### src/core/ucr_defs.vh
/*
 * Constants of the character responder: offsets, fields, resets,
 * messages and timing. Assumes a 200 MHz clock.
 */
`ifndef UCR_DEFS_VH
`define UCR_DEFS_VH

// ==========================================================
// clock and timing
`define UCR_CLK_MHZ 200
`define UCR_TICK_MS 1000
`define UCR_TICK_CYCLES (`UCR_TICK_MS * `UCR_CLK_MHZ * 1000)
`define UCR_OSC_PRESCALE 50
`define UCR_SUB_HZ 32768
`define UCR_MEAS_SHIFT 8
`define UCR_MEAS_PERIODS 9'h100

// ==========================================================
// register map (byte addresses)
`define UCR_REG_CTRL 8'h00
`define UCR_REG_STATUS 8'h04
`define UCR_REG_COUNT 8'h08
`define UCR_REG_DIV 8'h0C
`define UCR_CTRL_BAUD_LSB 0
`define UCR_CTRL_BAUD_MSB 1
`define UCR_ST_CORR_DONE 0
`define UCR_ST_TX_DONE 1
`define UCR_ST_ACTIVE 2
`define UCR_ST_STATE_LSB 8
`define UCR_DIV_RESET 16'hCF00

// ==========================================================
// line rates
`define UCR_BAUD_0 32'h0000_2580
`define UCR_BAUD_1 32'h0000_4B00
`define UCR_BAUD_2 32'h0000_9600

// ==========================================================
// characters and message selects
`define UCR_CH_UP_T 8'h54
`define UCR_CH_LO_T 8'h74
`define UCR_CR 8'h0D
`define UCR_LF 8'h0A
`define UCR_MSG_OK 3'h0
`define UCR_MSG_OKL 3'h1
`define UCR_MSG_UC 3'h2
`define UCR_MSG_PE 3'h3
`define UCR_MSG_FE 3'h4
`define UCR_MSG_OE 3'h5

`endif

### src/core/ucr_top.v
/*
 * Character responder with baud correction, all on pclk.
 * Assumes an APB master, a serial terminal and an async sub-clock.
 */
// Design decisions made here: the placing of the registers and register access over APB.
// What this block does
// [RQ1] error-free 54H answers 4FH 4BH 0DH 0AH
// [RQ2] error-free 74H answers 6FH 6BH 0DH 0AH
// [RQ3] any other error-free character answers 55H 43H 0DH 0AH
// [RQ4] parity error answers 50H 45H 0DH 0AH
// [RQ5] framing error answers 46H 45H 0DH 0AH
// [RQ6] receive overrun answers 4FH 45H 0DH 0AH
// [RQ7] 8 data bits LSB first, even parity, line not inverted
// [RQ8] line rate starts at 9600 bit/s on both channels
// [RQ9] two-bit index picks 9600, 19200 or 38400; 3 unsupported
// [RQ10] interval timer fires every 1000 ms, starting one correction
// [RQ11] oscillator cycles counted over 256 sub-clock periods
// [RQ12] correction: clock on, measure, capture, stop, mask, clock off
// [RQ13] divisor (osc rate / 2*baud - 1) << 8, to both channels
// [RQ14] before load: mask events, stop channels, clear pending
// [RQ15] on start: output high and enabled, channels waiting, events cleared
// [RQ16] correction sets done flag, indicator low until channels restart
// [RQ17] on receive: stop timer, clear its event, mask receive and error
// [RQ18] after queueing a reply, wait for the transmit-done flag
// [RQ19] rearm one-character receive, unmask, restart interval timer
// [RQ20] correction keeps rate deviation near oscillator drift
// [RQ21] cycle count and divisor are 16-bit unsigned
// [RQ22] truncating division; bad result keeps old divisor
`timescale 1ns/1ps
`include "ucr_defs.vh"

module ucr_top #(
  parameter TICK_CYCLES = `UCR_TICK_CYCLES,
  parameter OSC_PRESCALE = `UCR_OSC_PRESCALE
) (
  input wire pclk, // system clock, 200 MHz
  input wire presetn, // async reset, active low
  input wire [7:0] paddr, // apb address
  input wire psel, // apb select
  input wire penable, // apb access phase
  input wire pwrite, // apb direction
  input wire [31:0] pwdata, // apb write data
  output reg [31:0] prdata, // apb read data
  output wire pready, // apb ready
  output wire pslverr, // apb error
  input wire serial_rx_pin, // serial input
  output wire serial_tx_pin, // serial output
  input wire subclock_pin, // 32.768 kHz reference
  output wire indicator_out, // indicator level
  output wire indicator_oe_n, // indicator drive, low drives
  output wire measure_run, // measurement unit running
  output wire measure_clock_gate, // measurement clock enabled
  output wire tick_timer_run // interval timer counting
);

  // ==========================================================
  // state codes
  localparam [5:0] S_IDLE = 6'b000001;
  localparam [5:0] S_MEAS = 6'b000010;
  localparam [5:0] S_LOAD = 6'b000100;
  localparam [5:0] S_START = 6'b001000;
  localparam [5:0] S_TXW = 6'b010000;
  localparam [5:0] S_REARM = 6'b100000;

  reg [5:0] state_q;
  reg [1:0] baud_sel_q;
  reg [15:0] div_q;
  reg [15:0] count_q;
  reg corr_done_q, tx_done_q, active_q, ind_low_q;
  reg tmr_run_q, tick_pend_q, meas_run_q, meas_gate_q;
  reg rx_mask_q, tx_mask_q;
  reg rx_pend_q, ovr_q;
  reg [2:0] msg_q;
  reg [2:0] rx_msg_q;
  reg tx_go;

  // ==========================================================
  // oscillator enable pulse standing in for the slow clock
  reg [7:0] pre_q;
  wire osc_tick = (pre_q == OSC_PRESCALE[7:0] - 8'h01);
  always @(posedge pclk or negedge presetn) begin
    if (!presetn) begin
      pre_q <= 8'h00;
    end else begin
      pre_q <= osc_tick ? 8'h00 : pre_q + 8'h01;
    end
  end

  // ==========================================================
  // pin synchronisers
  reg rx_s1_q, rx_s2_q, rx_s3_q;
  reg sub_s1_q, sub_s2_q, sub_s3_q;
  always @(posedge pclk or negedge presetn) begin
    if (!presetn) begin
      rx_s1_q <= 1'b1;
      rx_s2_q <= 1'b1;
      rx_s3_q <= 1'b1;
      sub_s1_q <= 1'b0;
      sub_s2_q <= 1'b0;
      sub_s3_q <= 1'b0;
    end else begin
      rx_s1_q <= serial_rx_pin;
      rx_s2_q <= rx_s1_q;
      rx_s3_q <= rx_s2_q;
      sub_s1_q <= subclock_pin;
      sub_s2_q <= sub_s1_q;
      sub_s3_q <= sub_s2_q;
    end
  end
  wire sub_rise = sub_s2_q & ~sub_s3_q;
  wire rx_fall = ~rx_s2_q & rx_s3_q;

  // ==========================================================
  // interval timer, auto reload
  reg [31:0] tmr_q;
  wire tick_hit = tmr_run_q && (tmr_q == TICK_CYCLES - 1);
  always @(posedge pclk or negedge presetn) begin
    if (!presetn) begin
      tmr_q <= 32'h0000_0000;
    end else if (!tmr_run_q || tick_hit) begin
      tmr_q <= 32'h0000_0000; // [RQ10]
    end else begin
      tmr_q <= tmr_q + 32'h0000_0001;
    end
  end

  // ==========================================================
  // frequency measurement over 256 sub-clock periods
  reg [15:0] meas_cnt_q;
  reg [8:0] edges_q;
  reg meas_done;
  always @(posedge pclk or negedge presetn) begin
    if (!presetn) begin
      meas_cnt_q <= 16'h0000;
      edges_q <= 9'h000;
      meas_done <= 1'b0;
    end else begin
      meas_done <= 1'b0;
      if (!meas_run_q || !meas_gate_q) begin
        meas_cnt_q <= 16'h0000;
        edges_q <= 9'h000;
      end else if (edges_q != 9'h000 || sub_rise) begin
        // window opens on the first edge: no partial period
        if (osc_tick && edges_q != 9'h000) begin
          meas_cnt_q <= meas_cnt_q + 16'h0001; // [RQ11] [RQ21]
        end
        if (sub_rise) begin
          if (edges_q == `UCR_MEAS_PERIODS) begin
            meas_done <= 1'b1; // [RQ11]
            edges_q <= 9'h000;
          end else begin
            edges_q <= edges_q + 9'h001;
          end
        end
      end
    end
  end

  // ==========================================================
  // divisor arithmetic, truncating
  reg [31:0] baud_hz;
  always @* begin
    case (baud_sel_q)
      2'd0: baud_hz = `UCR_BAUD_0; // [RQ9]
      2'd1: baud_hz = `UCR_BAUD_1;
      2'd2: baud_hz = `UCR_BAUD_2;
      default: baud_hz = `UCR_BAUD_0; // unsupported index falls back
    endcase
  end
  wire [31:0] osc_hz = (count_q * `UCR_SUB_HZ) >> `UCR_MEAS_SHIFT;
  wire [31:0] quot = osc_hz / {baud_hz[30:0], 1'b0};
  wire div_ok = (quot >= 32'd2) && (quot <= 32'd256); // [RQ22]
  wire [7:0] quot_m1 = quot[7:0] - 8'h01;
  wire [15:0] div_new = {quot_m1, 8'h00}; // [RQ13]

  // ==========================================================
  // receiver: start, 8 data LSB first, even parity, stop
  reg rx_busy_q, rx_run_q;
  reg [8:0] rx_cnt_q;
  reg [3:0] rx_bits_q;
  reg [7:0] rx_sh_q;
  reg rx_par_q;
  reg rx_evt;
  reg [2:0] rx_code;
  wire [7:0] half = div_q[15:8];
  wire [8:0] full = {half, 1'b1};
  always @(posedge pclk or negedge presetn) begin
    if (!presetn) begin
      rx_busy_q <= 1'b0;
      rx_run_q <= 1'b0;
      rx_cnt_q <= 9'h000;
      rx_bits_q <= 4'h0;
      rx_sh_q <= 8'h00;
      rx_par_q <= 1'b0;
      rx_evt <= 1'b0;
      rx_code <= `UCR_MSG_UC;
    end else begin
      rx_evt <= 1'b0;
      if (!active_q) begin
        rx_busy_q <= 1'b0;
      end else if (!rx_busy_q) begin
        if (rx_fall) begin
          rx_busy_q <= 1'b1;
          rx_run_q <= 1'b0;
          rx_cnt_q <= 9'h000;
          rx_bits_q <= 4'h0;
          rx_par_q <= 1'b0;
        end
      end else if (osc_tick) begin
        rx_cnt_q <= rx_cnt_q + 9'h001;
        if (!rx_run_q && rx_cnt_q == {1'b0, half}) begin
          // mid start bit: a glitch gone high is dropped
          rx_run_q <= ~rx_s2_q;
          rx_busy_q <= ~rx_s2_q;
          rx_cnt_q <= 9'h000;
        end else if (rx_run_q && rx_cnt_q == full) begin
          rx_cnt_q <= 9'h000;
          rx_bits_q <= rx_bits_q + 4'h1;
          rx_par_q <= rx_par_q ^ rx_s2_q;
          if (rx_bits_q < 4'd8) begin
            rx_sh_q <= {rx_s2_q, rx_sh_q[7:1]}; // [RQ7]
          end
          if (rx_bits_q == 4'd9) begin
            rx_busy_q <= 1'b0;
            rx_evt <= 1'b1;
            if (!rx_s2_q) begin
              rx_code <= `UCR_MSG_FE; // [RQ5]
            end else if (rx_par_q) begin
              rx_code <= `UCR_MSG_PE; // [RQ4] [RQ7]
            end else if (rx_sh_q == `UCR_CH_UP_T) begin
              rx_code <= `UCR_MSG_OK; // [RQ1]
            end else if (rx_sh_q == `UCR_CH_LO_T) begin
              rx_code <= `UCR_MSG_OKL; // [RQ2]
            end else begin
              rx_code <= `UCR_MSG_UC; // [RQ3]
            end
          end
        end
      end
    end
  end

  // ==========================================================
  // message bytes
  function [7:0] msg_byte;
    input [2:0] sel;
    input [1:0] idx;
    begin
      case (idx)
        2'd0: begin
          case (sel)
            `UCR_MSG_OK: msg_byte = 8'h4F;
            `UCR_MSG_OKL: msg_byte = 8'h6F;
            `UCR_MSG_PE: msg_byte = 8'h50;
            `UCR_MSG_FE: msg_byte = 8'h46;
            `UCR_MSG_OE: msg_byte = 8'h4F;
            default: msg_byte = 8'h55;
          endcase
        end
        2'd1: begin
          case (sel)
            `UCR_MSG_OK: msg_byte = 8'h4B;
            `UCR_MSG_OKL: msg_byte = 8'h6B;
            `UCR_MSG_UC: msg_byte = 8'h43;
            default: msg_byte = 8'h45;
          endcase
        end
        2'd2: msg_byte = `UCR_CR;
        default: msg_byte = `UCR_LF;
      endcase
    end
  endfunction

  // ==========================================================
  // transmitter: four frames back to back
  reg tx_busy_q;
  reg [1:0] tx_idx_q;
  reg [10:0] tx_sh_q;
  reg [3:0] tx_bits_q;
  reg [8:0] tx_cnt_q;
  reg tx_level_q;
  wire [7:0] tx_byte = msg_byte(msg_q, tx_idx_q);
  wire [7:0] nx_byte = msg_byte(msg_q, tx_idx_q + 2'd1);
  always @(posedge pclk or negedge presetn) begin
    if (!presetn) begin
      tx_busy_q <= 1'b0;
      tx_idx_q <= 2'd0;
      tx_sh_q <= 11'h7FF;
      tx_bits_q <= 4'h0;
      tx_cnt_q <= 9'h000;
      tx_level_q <= 1'b1;
    end else if (!active_q) begin
      tx_busy_q <= 1'b0;
      tx_level_q <= 1'b1; // [RQ15]
    end else if (tx_go) begin
      tx_busy_q <= 1'b1;
      tx_idx_q <= 2'd0;
      tx_sh_q <= {1'b1, ^msg_byte(msg_q, 2'd0), msg_byte(msg_q, 2'd0), 1'b0};
      tx_bits_q <= 4'h0;
      tx_cnt_q <= 9'h000;
    end else if (tx_busy_q && osc_tick) begin
      tx_level_q <= tx_sh_q[0]; // [RQ7]
      tx_cnt_q <= tx_cnt_q + 9'h001;
      if (tx_cnt_q == full) begin
        tx_cnt_q <= 9'h000;
        tx_sh_q <= {1'b1, tx_sh_q[10:1]};
        tx_bits_q <= tx_bits_q + 4'h1;
        if (tx_bits_q == 4'd10) begin
          tx_bits_q <= 4'h0;
          tx_idx_q <= tx_idx_q + 2'd1;
          tx_sh_q <= {1'b1, ^nx_byte, nx_byte, 1'b0};
          tx_busy_q <= (tx_idx_q != 2'd3);
        end
      end
    end else if (!tx_busy_q) begin
      tx_level_q <= 1'b1;
    end
  end
  wire tx_evt = tx_busy_q && osc_tick && tx_cnt_q == full && tx_bits_q == 4'd10
                && tx_idx_q == 2'd3;
  assign serial_tx_pin = tx_level_q;

  // ==========================================================
  // apb slave: zero wait states, read data captured in the setup cycle
  wire setup = psel && !penable;
  wire access = psel && penable;
  wire mapped = (paddr == `UCR_REG_CTRL) || (paddr == `UCR_REG_STATUS) ||
                (paddr == `UCR_REG_COUNT) || (paddr == `UCR_REG_DIV);
  wire wr_ctrl = access && pwrite && paddr == `UCR_REG_CTRL;
  wire clr_corr = access && pwrite && paddr == `UCR_REG_STATUS &&
                  pwdata[`UCR_ST_CORR_DONE];
  assign pready = 1'b1;
  assign pslverr = access && !mapped;
  always @(posedge pclk or negedge presetn) begin
    if (!presetn) begin
      prdata <= 32'h0000_0000;
    end else if (setup && !pwrite) begin
      case (paddr)
        `UCR_REG_CTRL: prdata <= {30'h0, baud_sel_q};
        `UCR_REG_STATUS: prdata <= {18'h0, state_q, 5'h0, active_q, tx_done_q, corr_done_q};
        `UCR_REG_COUNT: prdata <= {16'h0, count_q};
        `UCR_REG_DIV: prdata <= {16'h0, div_q};
        default: prdata <= 32'h0000_0000;
      endcase
    end
  end
  always @(posedge pclk or negedge presetn) begin
    if (!presetn) begin
      baud_sel_q <= 2'd0; // [RQ8]
    end else if (wr_ctrl) begin
      baud_sel_q <= pwdata[`UCR_CTRL_BAUD_MSB:`UCR_CTRL_BAUD_LSB]; // [RQ9]
    end
  end

  // ==========================================================
  // receive pending and overrun; a new arrival beats a clear
  wire take_rx = (state_q == S_IDLE) && rx_pend_q && !rx_mask_q;
  always @(posedge pclk or negedge presetn) begin
    if (!presetn) begin
      rx_pend_q <= 1'b0;
      ovr_q <= 1'b0;
      rx_msg_q <= `UCR_MSG_UC;
    end else if (rx_evt) begin
      rx_pend_q <= 1'b1;
      rx_msg_q <= rx_code;
      ovr_q <= rx_pend_q && !take_rx; // [RQ6]
    end else if (take_rx || state_q == S_LOAD || state_q == S_START) begin
      rx_pend_q <= 1'b0; // [RQ14] [RQ15]
      ovr_q <= 1'b0;
    end
  end

  // ==========================================================
  // sequencer: correction and replies
  always @(posedge pclk or negedge presetn) begin
    if (!presetn) begin
      state_q <= S_START;
      div_q <= `UCR_DIV_RESET; // [RQ8]
      count_q <= 16'h0000;
      corr_done_q <= 1'b0;
      tx_done_q <= 1'b0;
      active_q <= 1'b0;
      ind_low_q <= 1'b0;
      tmr_run_q <= 1'b0;
      tick_pend_q <= 1'b0;
      meas_run_q <= 1'b0;
      meas_gate_q <= 1'b0;
      rx_mask_q <= 1'b1;
      tx_mask_q <= 1'b1;
      msg_q <= `UCR_MSG_UC;
      tx_go <= 1'b0;
    end else begin
      tx_go <= 1'b0;
      if (tick_hit) begin
        tick_pend_q <= 1'b1;
      end
      if (tx_evt && !tx_mask_q) begin
        tx_done_q <= 1'b1; // [RQ18]
      end
      if (clr_corr && !(state_q == S_IDLE && tick_pend_q)) begin
        corr_done_q <= 1'b0;
      end
      case (state_q)
        S_IDLE: begin
          if (take_rx) begin
            tmr_run_q <= 1'b0; // [RQ17]
            tick_pend_q <= 1'b0;
            rx_mask_q <= 1'b1;
            msg_q <= ovr_q ? `UCR_MSG_OE : rx_msg_q; // [RQ6]
            tx_done_q <= 1'b0;
            tx_go <= 1'b1;
            state_q <= S_TXW;
          end else if (tick_pend_q) begin
            tick_pend_q <= 1'b0; // [RQ10]
            ind_low_q <= 1'b1; // [RQ16]
            corr_done_q <= 1'b1;
            meas_gate_q <= 1'b1; // [RQ12]
            meas_run_q <= 1'b1;
            state_q <= S_MEAS;
          end
        end
        S_MEAS: begin
          if (meas_done) begin
            count_q <= meas_cnt_q; // [RQ12] [RQ21]
            meas_run_q <= 1'b0;
            meas_gate_q <= 1'b0;
            tx_mask_q <= 1'b1; // [RQ14]
            rx_mask_q <= 1'b1;
            active_q <= 1'b0;
            state_q <= S_LOAD;
          end
        end
        S_LOAD: begin
          // drift is tracked by a fresh count each period
          if (div_ok) begin
            div_q <= div_new; // [RQ13] [RQ20] [RQ22]
          end
          state_q <= S_START;
        end
        S_START: begin
          active_q <= 1'b1; // [RQ15]
          tx_mask_q <= 1'b0;
          rx_mask_q <= 1'b0;
          tmr_run_q <= 1'b1;
          ind_low_q <= 1'b0; // [RQ16]
          state_q <= S_IDLE;
        end
        S_TXW: begin
          if (tx_done_q) begin
            state_q <= S_REARM; // [RQ18]
          end
        end
        S_REARM: begin
          rx_mask_q <= 1'b0; // [RQ19]
          tick_pend_q <= 1'b0;
          tmr_run_q <= 1'b1;
          state_q <= S_IDLE;
        end
        default: state_q <= S_IDLE;
      endcase
    end
  end

  // ==========================================================
  // pin and status outputs
  assign indicator_out = 1'b0;
  assign indicator_oe_n = ~ind_low_q; // [RQ16]
  assign measure_run = meas_run_q;
  assign measure_clock_gate = meas_gate_q;
  assign tick_timer_run = tmr_run_q;

endmodule

### config.mk
export PLATFORM = sky130hd
export DESIGN_NAME = ucr_top
export DESIGN_NICKNAME = d
export VERILOG_FILES = /design/src/core/ucr_top.v
export VERILOG_INCLUDE_DIRS = /design/src /design/src/core
export SDC_FILE = /design/constraint.sdc
export NUM_CORES = 1
export LEC_CHECK = 0
export BUFFER_PORTS_ARGS = -buffer_cell sky130_fd_sc_hd__buf_2
export CAP_MARGIN = 20
export CORE_MARGIN = 10
export CORE_UTILIZATION = 25
export DETAILED_ROUTE_END_ITERATION = 8
export PLACE_DENSITY = 0.47
export SLEW_MARGIN = 25
export SYNTH_ARGS = -nofsm -noshare
export SYNTH_HDL_FRONTEND = slang
export SYNTH_SLANG_ARGS = --single-unit
### constraint.sdc
create_clock -name pclk -period 53.3 [get_ports pclk]
set_input_delay 7.995 -clock pclk [delete_from_list [all_inputs] [get_ports pclk]]
set_output_delay 7.995 -clock pclk [all_outputs]
set_load 0.01 [all_outputs]
Word level (Yosys, flattened, before mapping) --
Cells that the tools add are included.
Storage, ports and cells: word-level logic and storage cells 305, input bits 47, register bits 210, output and inout port bits 40
Operators by class: reduce and logical (&&, ||, !) cells 82, $lt $le $gt $ge 3, equal/unequal tests 45, muxes and demuxes 113, div/mod/pow operators 1, add/sub/neg operators 10, bitwise operators 7
Operators with widths (count):
- two-way mux 9 bit | 12
- case mux 16 bit (4 select lines) | 1
- two-way mux 1 bit | 55
- two-way mux 16 bit | 3
- case mux 6 bit (4 select lines) | 2
- two-way mux 4 bit | 9
- two-way mux 11 bit | 3
- adder 32 x 1 -> 32 bit, second input constant | 1
- divider 23 x 32 -> 32 bit | 1
- equality test 32 x 28 -> 1 bit, second input constant | 1
- greater-or-equal comparator 32 x 2 -> 1 bit, second input constant | 1
- <= comparator 32 x 9 -> 1 bit, second input constant | 1
- two-way mux 32 bit | 1
- case mux 16 bit (2 select lines) | 1
- adder 9 x 1 -> 9 bit, second input constant | 3
- two-way mux 6 bit | 4
- two-way mux 8 bit | 3
- case mux 8 bit (3 select lines) | 1
- nonzero test 2 bit | 12
- logical AND 1 bit | 23
- equality test 9 bit | 2
- inequality test 2 bit, second input constant | 9
- case mux 6 bit (3 select lines) | 1
- AND reduction 2 bit | 9
- 49 further kinds | 102

Longest topological paths before layout --
word-level depth 9, depth in mapped cells 305, depth with buffers taken out 286

Worst setup path after synthesis --
No wires, ideal clock.
path kind reg-to-reg, start reg baud_sel_q[0], end reg div_q[12], clock period less this slack 56045 ps, required time 53175 ps, buffers on the path 20, library setup time 125 ps, arrival 55920 ps, path slack -2745 ps, cell stages (with the launch flop) 282, path through dfrtp_1 > inv_1 > ha_1 > inv_1 > ha_1 > or3_1 > o211a_1 > o21a_1 > ha_1 > or3_1 > o221ai_1 > nor3_1 > or2_2 > ha_1 > or2_2 > o2111a_1 > o21ai_2 > nand2_1 > [... 246 more ...] > o21ai_0 > nand2b_1 > a21oi_1 > nor2b_1 > o21ai_0 > nand2b_1 > a211oi_1 > o21ai_0 > nor3_1 > o2111a_1 > nand4_1 > nor3_1 > and4_1 > ha_1 > o41ai_1 > a21o_1 > buf_6 > mux2_4
On the way: word-level cells in the longest chain between the ends 6, elaborated cells between the ends (all ways) 9, those cells by class add/sub: 1; div: 1; order compare: 2; eq/ne: 2; mux: 1; reduce/logical: 2
Ends and longest elaborated chain:
- from (decl) | line ucr_top.v:66 | reg [1:0] baud_sel_q;
- from (signal assigned) | line ucr_top.v:351 | baud_sel_q <= pwdata[`UCR_CTRL_BAUD_MSB:`UCR_CTRL_BAUD_LSB];
- equality test 2 bit / equality test 2 x 1 -> 1 bit (equally long branches) | line ucr_top.v:163 | case (baud_sel_q)
- case mux 16 bit (2 select lines) * | line ucr_top.v:163
- divider 23 x 32 -> 32 bit * | line ucr_top.v:171 | wire [31:0] quot = osc_hz / {baud_hz[30:0], 1'b0};
- greater-or-equal comparator 32 x 2 -> 1 bit / <= comparator 32 x 9 -> 1 bit (equally long branches) | line ucr_top.v:172 | wire div_ok = (quot >= 32'd2) && (quot <= 32'd256);
- logical AND 1 bit | line ucr_top.v:172
- AND reduction 2 bit (no source line)
- to (signal assigned) | line ucr_top.v:378 | div_q <= `UCR_DIV_RESET;
- to (signal assigned) | line ucr_top.v:436 | div_q <= div_new;
- to (decl) | line ucr_top.v:67 | reg [15:0] div_q;
Every way passes the cells marked *; elsewhere a longest branch is shown, timed or not. A chain may end at the register's enable or synchronous reset.

Final worst setup path --
Ends and elaborated chain as after synthesis.

==> results.md <==
* Status: finished clean
* Critical path class: flip-flop to flip-flop
* CTS Buffer Depth at 2
* CTS tree: built
* Total track usage at 0.124
* Final setup viols at 0
* First-pass GRT wire length at 97700 um
* Last element of the critical path: div_q[12]
* CTS Buf Count at 17
* Filler instances at 8885
* Register bit total from synthesis at 193
* Routed wire length at 60500 um
* CP Launch Type: flip-flop
* Multi-input gate area in the final layout at 0.0158 sq mm
* Vias in the first global route at 18500
* Cell mode on critical path: o21a_1
* Worst-Skew Late Latency at 0.45 ns
* Slew HR at 0.353
* Final core occ at 0.306
* Clock sink total at 193
* Die Ht at 307 um
* Final min period at 50.21 ns
* Clk_skew at 0.0126 ns
* R2R setup slack at 3.09 ns
* Crit path from: baud_sel_q[0]
* Root buf cell: clkbuf_16
* Critical Path AT at 50.55 ns
* Total gr overflow at 0
* Final Max Slew Viols at 0
* Stages on worst setup path at 279
* Period utilization at 0.942
* Reg2reg start: baud_sel_q[0]
* Cell variety after synth at 120
* Largest net degree at the start of global routing at 81
* Worst Path Required at 53.64 ns
* Syn Area/Cell at 8.00 sq um
* Rows at 105
* # IOs at 87
* Clock transition at the registers of the reported paths at 0.08 ns
* Worst-path fanout max at 7
* DIE AREA at 0.0945 sq mm
* Area Growth Syn to Fin at 21.6%
* Ys async rst share at 1.00
* Final ANT Viol Nets at 0
* CP max stage delay at 0.62 ns
* Crit path buffers/inverters at 20
* Register area at 0.00486 sq mm
* Starting Density at 0.252
* Final hold vios at 0
* Via-to-Cell Ratio at 4.96
* Delay-heaviest family, CP: compound AO/OA/AOI/OAI gates
* Die W at 307 um
* Final net count at 3082
* Post-synth EDFFs at 0
* Syn Inst Count at 2580
* Starting DRT DRC Count at 1136
* Post-CTS Hold Buffers at 0
* Fmax at 19.9 MHz
* RR Endpoint: div_q[12]
* Post-synth top area share at 0.202
* Core region area at 0.0820 sq mm
* Tightest Hold Check Type: flip-flop to flip-flop
* Worst R2R Path Depth at 279
* Number of buffers added on ports at 38
* Worst-margin pin slew at 0.962 ns
* Synth Flop Type: dfrtp_1
* Share of cells above drive strength 1 at 0.213
* Antenna violations before repair at 4
* Critical Path Sink Type: flip-flop
* Global placement routability congestion at 0.794
* Post-synthesis sequential area ratio at 0.236
* Area leader, netlist: dfrtp_1
* Synth warn at 0
* CTS H-tree depth at 4
* Via count at 19400
* HPWL after DPL at 47400 um
* Max-Cap Viols at 0
* Synthesized area at 0.0206 sq mm
* First-pass detailed-route iteration total at 5
* Wirelength per Cell at 15.4 um
* Max stage delay cell, worst path: or4_4
* Remaining DRCs at 0
* Synth top area cells: dfrtp_1, ha_1, nand2_1
worst register-to-register path, delay by kind of cell, from the launching register on:
family	cells	cell delay, ns
AO/OA/AOI/OAI	153	26.00
flip-flops	1	0.42
buffers and inverters	20	2.63
adder cells (fa/ha/maj)	24	6.59
AND/OR/NAND/NOR	78	13.27
multiplexers	4	1.23
cell type report:
class / count / share of cell area
tap: 1070 / 0.0533
inverter: 68 / 0.0103
timing repair buffer: 305 / 0.0890
multi-input combinational: 2247 / 0.629
clock buffer: 20 / 0.0174
clock inverter: 12 / 0.00703
antenna: 2 / 0.000199
sequential: 193 / 0.194
cell families after synthesis:
logic type / after synthesis / share of synthesized area
other cells: 2 / 0.000364
simple gates: 1097 / 0.262
buf+inv: 165 / 0.0376
mux: 80 / 0.0436
flops: 193 / 0.236
xor+xnor: 164 / 0.0696
fa+ha+maj: 204 / 0.124
compound gates: 675 / 0.228
cell usage in the layout (no fill, tap or decap), types with 22 or more instances in the layout:
cell      count
a21o_1       24
a21oi_1      82
a21oi_2      22
and3_1       33
buf_2        37
buf_4       261
conb_1       27
dfrtp_1     165
dfstp_2      26
ha_1        190
inv_1        62
mux2_2       42
mux2i_1      23
nand2_1     289
nand2b_1     25
nand3_1      79
nand4_1      35
nor2_1      255
nor3_1      146
nor4_1       22
o211ai_1     22
o21a_1      115
o21ai_0     116
o31ai_1      70
or3_1        28
xnor2_1      76
xor2_1       88
registers in the layout (all words and copies together) (netlist names), 2 cells and up:
register    count
tx_idx_q        2
rx_sh_q         8
prdata         16
pre_q           8
rx_msg_q        3
rx_code         3
count_q        16
div_q           8
rx_cnt_q        9
tx_bits_q       4
tx_sh_q        10
msg_q           3
meas_cnt_q     16
tx_cnt_q        9
tmr_q          32
state_q         6
rx_bits_q       4
edges_q         9
baud_sel_q      2
worst min-delay path by stage:
stage	from	endpoint	slack, ns	cells after the start
3_5_place_dp	sub_s1_q	sub_s2_q	0.35	0
4_1_cts	rx_s1_q	rx_s2_q	0.36	0
6_report	sub_s1_q	sub_s2_q	0.36	0
3_3_place_gp	sub_s1_q	sub_s2_q	0.35	0
5_1_grt	rx_s1_q	rx_s2_q	0.36	0
2_1_floorplan	sub_s1_q	sub_s2_q	0.33	0
cell usage after synthesis (7+ instances only):
master / instances
mux2_4: 8
nand3_1: 80
or2_2: 19
and3_1: 34
nand4_1: 35
dfstp_2: 26
a22o_1: 7
nand2b_1: 27
ha_1: 203
nor2b_1: 22
a211o_1: 7
dfrtp_1: 167
o211ai_1: 22
a211oi_1: 14
clkbuf_1: 54
a22oi_1: 16
or3_1: 30
o21a_1: 118
a21o_1: 25
nor2_1: 277
o21ai_0: 130
nor4_1: 24
o2111a_1: 7
nand2_1: 297
o21ai_1: 11
a21oi_1: 108
o22ai_1: 11
nor3_1: 149
o21bai_1: 8
nand4b_1: 7
mux2_2: 42
a21boi_0: 10
nor4b_1: 8
o31ai_1: 75
a31oi_1: 12
xnor2_1: 76
buf_2: 7
and2_1: 21
xor2_1: 88
inv_1: 66
buf_4: 26
mux2i_1: 26
or4_1: 13
through the flow:
stage	cell area, sq um	hold WS (ns)	worst slack, ns	cells	TNS (ns)
after global routing	25100	0.362	-0.125	3915	-0.670
after CTS	24300	0.358	0.313	3889	0
after global placement	23700	0.347	0.508	3857	0
final	25100	0.358	3.09	3917	0
after detailed placement	23700	0.345	0.606	3857	0
after floorplan	20800	0.331	0.0759	2605	0
metal layers:
metal,vias up,part of all wire,track usage
li1,10000,-,-
met1,9147,0.53,0.183
met2,239,0.44,0.196
met3,22,0.029,0.0145
met4,4,0.0059,0.0163
met5,-,0.00038,0
repair_timing:
action / in CTS / in global routing
endpoints found under the setup margin: 0 / 8
setup buffers: 0 / 26
hold endpoints to repair: 0 / 0
gates resized for setup: 0 / 152
Power is left out: the tool's default activity adds up to more than one toggle a clock period on the data nets, which glitch-free logic cannot reach.
